$ cat config.mk
export PLATFORM = sky130hd
export DESIGN_NAME = sdd_core
export DESIGN_NICKNAME = d
export VERILOG_FILES = /design/src/sdd_pkg.sv /design/src/sdd_core.sv /design/src/sdd_skid.sv
export SDC_FILE = /design/constraint.sdc
export NUM_CORES = 1
export LEC_CHECK = 0
export BUFFER_PORTS_ARGS = -buffer_cell sky130_fd_sc_hd__buf_2
export CAP_MARGIN = 40
export CORE_ASPECT_RATIO = 0.9
export CORE_UTILIZATION = 45
export DETAILED_ROUTE_END_ITERATION = 7
export PLACE_DENSITY = 0.62
export SLEW_MARGIN = 20
export SYNTH_ARGS = -nofsm -noshare
export SYNTH_HDL_FRONTEND = slang
export SYNTH_HIERARCHICAL = 1
export SYNTH_SLANG_ARGS = --single-unit
export TNS_END_PERCENT = 10
$ cat constraint.sdc
create_clock -name clk -period 2.93 [get_ports clk]
set_input_delay 0.1465 -clock clk [delete_from_list [all_inputs] [get_ports clk]]
set_output_delay 0.1465 -clock clk [all_outputs]
set_load 0.005 [all_outputs]
$ cat src/sdd_pkg.sv
// Constants and carrier types for the sigma-delta decimator.
// Assumes a 125 MHz system clock.
package sdd_pkg;

  // ==========================================================
  // Timing
  // ==========================================================
  localparam int unsigned CLK_PERIOD_PS   = 8000;
  localparam int unsigned SAMPLE_PERIOD_NS = 3260;
  localparam int unsigned SAMPLE_CYCLES   = (SAMPLE_PERIOD_NS * 1000) / CLK_PERIOD_PS;
  localparam int unsigned LEAD_NS         = 140;
  localparam int unsigned LEAD_CYCLES     = (LEAD_NS * 1000 + CLK_PERIOD_PS - 1) / CLK_PERIOD_PS;

  // ==========================================================
  // Decimation
  // ==========================================================
  localparam int unsigned DECIM_FACTOR = 256;
  localparam int unsigned OSR          = 512;
  localparam int unsigned MIN_OSR_8BIT = 64;
  localparam int unsigned ACC_W        = 9;
  localparam int unsigned TICK_W       = 10;
  localparam int unsigned CNT_W        = 8;

  // ==========================================================
  // Carriers
  // ==========================================================
  typedef struct packed {
    logic [ACC_W-1:0] value;
  } sdd_result_s;

  typedef enum logic [0:0] {
    SDD_WAIT_SAMPLE = 1'b0,
    SDD_WAIT_DRIVE  = 1'b1
  } sdd_phase_e;

endpackage

$ cat src/sdd_core.sv
// Top of the sigma-delta decimator; comparator pin is asynchronous.
`timescale 1ns/1ps
module sdd_core
  import sdd_pkg::*;
#(
  parameter int unsigned TICK_CYCLES = SAMPLE_CYCLES,
  parameter int unsigned LEAD        = LEAD_CYCLES,
  parameter int unsigned DECIM       = DECIM_FACTOR
)
(
  // Clock and reset
  input  wire logic        clk,
  input  wire logic        sys_rst,
  // Analog loop pins
  input  wire logic        cmp_in,
  output logic             fb_out,
  // Result stream
  output logic             res_valid,
  input  wire logic        res_ready,
  output sdd_pkg::sdd_result_s res_data,
  output logic             blk_strobe,
  output logic             overrun
);

  // ==========================================================
  // Pin synchroniser
  // ==========================================================
  logic cmp_s1_r, cmp_s2_r;
  always_ff @(posedge clk)
  begin
    if (sys_rst)
    begin
      cmp_s1_r <= 1'b0;
      cmp_s2_r <= 1'b0;
    end
    else
    begin
      cmp_s1_r <= cmp_in;
      cmp_s2_r <= cmp_s1_r;
    end
  end

  // ==========================================================
  // Sample tick timer
  // ==========================================================
  localparam logic [TICK_W-1:0] TICK_LAST = TICK_W'(TICK_CYCLES - 1);
  localparam logic [TICK_W-1:0] LEAD_AT   = TICK_W'(LEAD);
  localparam logic [CNT_W:0]    DEC_LAST  = (CNT_W+1)'(DECIM - 1);

  logic [TICK_W-1:0] sample_tick_timer_r, sample_tick_timer_nxt;
  logic              tick;
  logic              drive_pt;

  // Free-running so every period is identical, no jitter from reload logic
  assign tick     = (sample_tick_timer_r == TICK_LAST);
  assign drive_pt = (sample_tick_timer_r == LEAD_AT - TICK_W'(1));

  always_comb
  begin
    sample_tick_timer_nxt = tick ? '0 : sample_tick_timer_r + TICK_W'(1);
  end

  // ==========================================================
  // Modulator and boxcar filter
  // ==========================================================
  sdd_phase_e       phase_r, phase_nxt;
  logic             bit_r, bit_nxt;
  logic             fb_r, fb_nxt;
  logic [CNT_W:0]   cnt_r, cnt_nxt;
  logic [ACC_W-1:0] acc_r, acc_nxt;
  sdd_result_s      push_data_r, push_data_nxt;
  logic             push_r, push_nxt;
  logic             strobe_r, strobe_nxt;
  logic             ovr_r, ovr_nxt;
  logic             buf_ready;

  always_comb
  begin
    phase_nxt     = phase_r;
    bit_nxt       = bit_r;
    fb_nxt        = fb_r;
    cnt_nxt       = cnt_r;
    acc_nxt       = acc_r;
    push_data_nxt = push_data_r;
    push_nxt      = 1'b0;
    strobe_nxt    = 1'b0;
    // Judged when the word is offered, so a pop in the tick cycle is no overrun
    ovr_nxt       = ovr_r | (push_r & ~buf_ready);
    unique case (phase_r)
      SDD_WAIT_SAMPLE:
      begin
        if (tick)
        begin
          bit_nxt   = cmp_s2_r;
          phase_nxt = SDD_WAIT_DRIVE;
          // Boxcar: add this sample, dump after the last one
          if (cnt_r == DEC_LAST)
          begin
            push_data_nxt.value = acc_r + ACC_W'(cmp_s2_r);
            push_nxt            = 1'b1;
            strobe_nxt          = 1'b1;
            acc_nxt             = '0;
            cnt_nxt             = '0;
          end
          else
          begin
            acc_nxt = acc_r + ACC_W'(cmp_s2_r);
            cnt_nxt = cnt_r + (CNT_W+1)'(1);
          end
        end
      end
      SDD_WAIT_DRIVE:
      begin
        if (drive_pt)
        begin
          fb_nxt    = ~bit_r;
          phase_nxt = SDD_WAIT_SAMPLE;
        end
      end
    endcase
  end

  always_ff @(posedge clk)
  begin
    if (sys_rst)
    begin
      sample_tick_timer_r <= '0;
      phase_r             <= SDD_WAIT_SAMPLE;
      bit_r               <= 1'b0;
      fb_r                <= 1'b0;
      cnt_r               <= '0;
      acc_r               <= '0;
      push_data_r         <= '0;
      push_r              <= 1'b0;
      strobe_r            <= 1'b0;
      ovr_r               <= 1'b0;
    end
    else
    begin
      sample_tick_timer_r <= sample_tick_timer_nxt;
      phase_r             <= phase_nxt;
      bit_r               <= bit_nxt;
      fb_r                <= fb_nxt;
      cnt_r               <= cnt_nxt;
      acc_r               <= acc_nxt;
      push_data_r         <= push_data_nxt;
      push_r              <= push_nxt;
      strobe_r            <= strobe_nxt;
      ovr_r               <= ovr_nxt;
    end
  end

  // ==========================================================
  // Result buffer
  // ==========================================================
  // Buffer drain outputs are its own flip-flops; a full buffer drops the block
  sdd_skid u_buf (
    .clk       (clk),
    .sys_rst   (sys_rst),
    .in_valid  (push_r),
    .in_ready  (buf_ready),
    .in_data   (push_data_r),
    .out_valid (res_valid),
    .out_ready (res_ready),
    .out_data  (res_data)
  );

  assign fb_out     = fb_r;
  assign blk_strobe = strobe_r;
  assign overrun    = ovr_r;

  // ==========================================================
  // Checks
  // ==========================================================
  initial
  begin
    a_osr_floor: assert (OSR >= MIN_OSR_8BIT && DECIM_FACTOR <= OSR)
      else $error("oversampling too low");
  end

  a_lead_time: assert property (@(posedge clk) disable iff (sys_rst)
    $changed(fb_r) |-> sample_tick_timer_r == LEAD_AT)
    else $error("feedback switched away from the lead point");

  a_fb_inverse: assert property (@(posedge clk) disable iff (sys_rst)
    $rose(phase_r == SDD_WAIT_SAMPLE) |-> fb_r == ~bit_r)
    else $error("feedback not inverse of sample");

  a_fb_only_drive: assert property (@(posedge clk) disable iff (sys_rst)
    $changed(fb_r) |-> $past(drive_pt) && $past(phase_r) == SDD_WAIT_DRIVE)
    else $error("feedback moved off drive point");

  a_tick_period: assert property (@(posedge clk) disable iff (sys_rst)
    tick |=> !tick [*5])
    else $error("tick too early");

  a_strobe_pulse: assert property (@(posedge clk) disable iff (sys_rst)
    strobe_r |=> !strobe_r)
    else $error("strobe longer than one cycle");

  a_dump_clear: assert property (@(posedge clk) disable iff (sys_rst)
    strobe_r |-> acc_r == '0 && cnt_r == '0)
    else $error("sum not cleared after block");

  a_count_bound: assert property (@(posedge clk) disable iff (sys_rst)
    cnt_r <= DEC_LAST && acc_r <= ACC_W'(cnt_r))
    else $error("accumulator out of bounds");

  a_result_value: assert property (@(posedge clk) disable iff (sys_rst)
    strobe_r |-> push_data_r.value == $past(acc_r) + ACC_W'($past(cmp_s2_r)))
    else $error("result not the raw count");

endmodule

$ cat src/sdd_skid.sv
// Two-entry buffer with valid/ready on both sides.
// Assumes a single clock and synchronous active-high reset.
`timescale 1ns/1ps
module sdd_skid
  import sdd_pkg::*;
(
  // Clock and reset
  input  wire logic        clk,
  input  wire logic        sys_rst,
  // Fill side
  input  wire logic        in_valid,
  output logic             in_ready,
  input  sdd_pkg::sdd_result_s in_data,
  // Drain side
  output logic             out_valid,
  input  wire logic        out_ready,
  output sdd_pkg::sdd_result_s out_data
);

  // ==========================================================
  // Storage
  // ==========================================================
  sdd_result_s  mem_r [2];
  sdd_result_s  mem_nxt [2];
  logic [1:0]   cnt_r, cnt_nxt;
  logic         rd_r, rd_nxt;
  logic         wr_r, wr_nxt;
  logic         vld_r, vld_nxt;
  sdd_result_s  head_r, head_nxt;
  logic         push, pop;

  assign push      = in_valid && (cnt_r != 2'd2);
  assign pop       = out_ready && (cnt_r != 2'd0);
  assign in_ready  = (cnt_r != 2'd2);
  // Drain side comes straight from flip-flops, copies of count and head
  assign out_valid = vld_r;
  assign out_data  = head_r;

  always_comb
  begin
    mem_nxt = mem_r;
    cnt_nxt = cnt_r;
    rd_nxt  = rd_r;
    wr_nxt  = wr_r;
    if (push)
    begin
      mem_nxt[wr_r] = in_data;
      wr_nxt        = ~wr_r;
    end
    if (pop)
      rd_nxt = ~rd_r;
    if (push && !pop)
      cnt_nxt = cnt_r + 2'd1;
    else if (pop && !push)
      cnt_nxt = cnt_r - 2'd1;
    vld_nxt  = (cnt_nxt != 2'd0);
    head_nxt = mem_nxt[rd_nxt];
  end

  always_ff @(posedge clk)
  begin
    if (sys_rst)
    begin
      mem_r[0] <= '0;
      mem_r[1] <= '0;
      cnt_r    <= 2'd0;
      rd_r     <= 1'b0;
      wr_r     <= 1'b0;
      vld_r    <= 1'b0;
      head_r   <= '0;
    end
    else
    begin
      mem_r  <= mem_nxt;
      cnt_r  <= cnt_nxt;
      rd_r   <= rd_nxt;
      wr_r   <= wr_nxt;
      vld_r  <= vld_nxt;
      head_r <= head_nxt;
    end
  end

endmodule

==> flow_summary.yaml <==
route:
  wl_met3_um: 233
  wl_met2_um: 2440
  wl_met1_um: 2940
  first_pass_iters: 4
  ant_nets: 0
  drcViolationCount: 0
  highest_layer: "met4"
  drt_iter0_drc: 96
  wl_um: 5690
  wl_per_cell_um: 12.9
  vias: 2345
  vias_per_cell: 5.33
clock_tree:
  cts_root_buf: "clkbuf_8"
  cts_made_buffers: 9
  clock_latency_ps: 340
  htreeDepth: 3
  cts_setup_buffers: 0
  clockBufferDepth: 2
  clk_pin_slew_ps: 80
  cts_sinks: 76
  cts_tree: "done"
setup_path:
  worstSetupStartpointType: "register"
  critPathCaptureType: "register"
  worstPathArrival_ps: 2650
  critPathRequiredTime_ps: 3210
  path_max_fanout: 29
  path_class: "register to register"
timing:
  period_share_pct: 81.1
  finalSetupViolations: 0
  final-hold-violation-count: 0
  fin_ws_ps: 554
  rsz0062_at_grt: "no"
  tightest_slew_ps: 677
  slew_viol_final: 0
  fmax_mhz: 421
  slew_headroom_pct: 54.9
  clock_skew_ps: 6.11
  tns_ps: 0
  period_minus_slack_ps: 2380
synthesis:
  netlist_area_um2: 3150
  synth_nets: 346
  synthCells: 334
  synthFlopType: "dfxtp_1"
  syn_area_per_cell_um2: 9.44
  async_flop_share_pct: 0
  synth_enable_flop_cells: 0
  synth.distinct_cells: 46
  synth.ff_latch_count: 76
  yosysSeqAreaShare_pct: 48.3
  ys.warnings.count: 6
place:
  place_congestion: 0.816
  pre_cts_ws_ps: 578
  io_buffers: 16
  post-dp-hpwl_um: 3800
floorplan:
  rows: 28
  dieHeight_um: 81.4
  coreArea_um2: 6660
  die_x_um: 90.2
  dieArea_um2: 7340
  ios: 17
  initial_core_util_pct: 47.3
power:
  powerDensity_nw_per_um2: 586
  power_mw: 2.04
  ir_drop_uv: 301
  cellLeakagePower_nw: 1.29
global_route:
  grt_overflow_total: 0
  antenna_found_initial: 0
  grt_pass1_wl_um: 9700
  grt_max_degree: 30
  globalRouteTotalUtil_pct: 17.0
  grt_pass1_vias: 2066
outcome:
  outcome: "complete, no violations"
flow_run:
  max-cap-violations: 0
finish:
  seq_area_um2: 1520
  multi_input_area_um2: 1480
  fin_nets: 357
  antenna_cells: 0
  final.fill_count: 630
  drive_above_1_share_pct: 12.3
  area_delta_synth_final_pct: 10.3
worst_hold_path:
  hp-class: "primary input to register"
[where the power goes]
part	switching, mW	internal [mW]	leakage, nW
combinational	0.109	0.0779	0.592
clock	0.380	0.391	0.0845
sequential	0.0211	1.06	0.614
[final cells by class]
cell class	instances	area share [%]
timing repair buffer	21	3.45
clock inverter	6	1.87
tap	90	3.24
multi-input combinational	224	42.6
inverter	13	1.40
sequential	76	43.8
clock buffer	10	3.67
[metrics by stage]
stage	utilization (%)	area [um^2]	instances	hold WS (ps)
global route	52.2	3480	440	161
finish	52.2	3480	440	167
detailed placement	49.2	3270	423	365
global placement	49.2	3270	423	366
CTS	52.2	3480	440	147
floorplan	-	3150	334	219
[kinds of logic (layout without fill, tap and decap cells)]
logic type | Yosys count | in the layout | share of synthesized area, %
buffers and inverters | 34 | 50 | 4.92
multiplexers | 18 | 18 | 5.72
adder cells (fa/ha/maj) | 8 | 8 | 3.18
XOR/XNOR | 19 | 19 | 5.28
AO/OA/AOI/OAI | 64 | 64 | 13.1
flip-flops | 76 | 76 | 48.3
AND/OR/NAND/NOR | 115 | 115 | 19.6
[state kept, by name, summed over array words and instances (netlist names)]
name / cells
u_buf/mem_r: 18
sample_tick_timer_r: 10
acc_r: 9
cnt_r: 9
push_data_r: 9
u_buf/out_data: 9
u_buf/cnt_r: 2
bit_r: 1
blk_strobe: 1
cmp_s1_r: 1
cmp_s2_r: 1
fb_out: 1
overrun: 1
phase_r: 1
u_buf/out_valid: 1
u_buf/rd_r: 1
u_buf/wr_r: 1
[timing repair]
action	in CTS	in global routing
endpoints found under the hold margin	1	0
hold buffers	1	0
resized for setup	0	0
[critical path, stage by stage (launching register included)]
cell and delay, ps:
dfxtp_1 360, or4b_4 590, or4_4 670, or4_1 540, a21oi_1 140
[synthesized netlist by cell type, types with 5 or more instances]
master     n  area (um^2)
nand3_1   18         90.1
a211oi_1   9         67.6
nand2_1   14         52.6
o22ai_1    9         56.3
dfxtp_1   76         1520
or4_1      5         37.5
xor2_1     6         52.6
mux2i_1   18          180
clkbuf_1  15         56.3
ha_1       8          100
o21ai_0    7         35.0
nor3_1     8         40.0
xnor2_1   13          114
a21oi_1   23          115
inv_1     13         48.8
nand4_1    5         31.3
nor2_1    39          146
[routing by layer]
layer / track usage, % / vias to the layer above
li1: - / 1209
met2: 25.9 / 38
met1: 21.7 / 1088
met5: 0 / -
met4: 7.26 / 0
met3: 6.46 / 10
[layout by cell type, fill, tap and decap left out, types with 5 or more instances in the layout]
cell type / n
xnor2_1: 13
xor2_1: 6
o21ai_0: 7
mux2i_1: 18
nand2_1: 14
nand4_1: 5
a211oi_1: 9
or4_1: 5
nor2_1: 39
nand3_1: 18
ha_1: 8
o22ai_1: 9
dfxtp_1: 76
buf_2: 16
nor3_1: 8
inv_1: 13
clkbuf_8: 9
a21oi_1: 23
[path summary, 6_finish.rpt]
path                     startpoint             end  slack, ps  cells after the start
max          sample_tick_timer_r[6]        cnt_r[6]        550                      4
min                         sys_rst  u_buf/mem_r[1]        170                      2
max reg2reg  sample_tick_timer_r[6]        cnt_r[6]        550                      4
min reg2reg                cmp_s1_r        cmp_s2_r        440                      1
(Power assumes the default switching activity.)
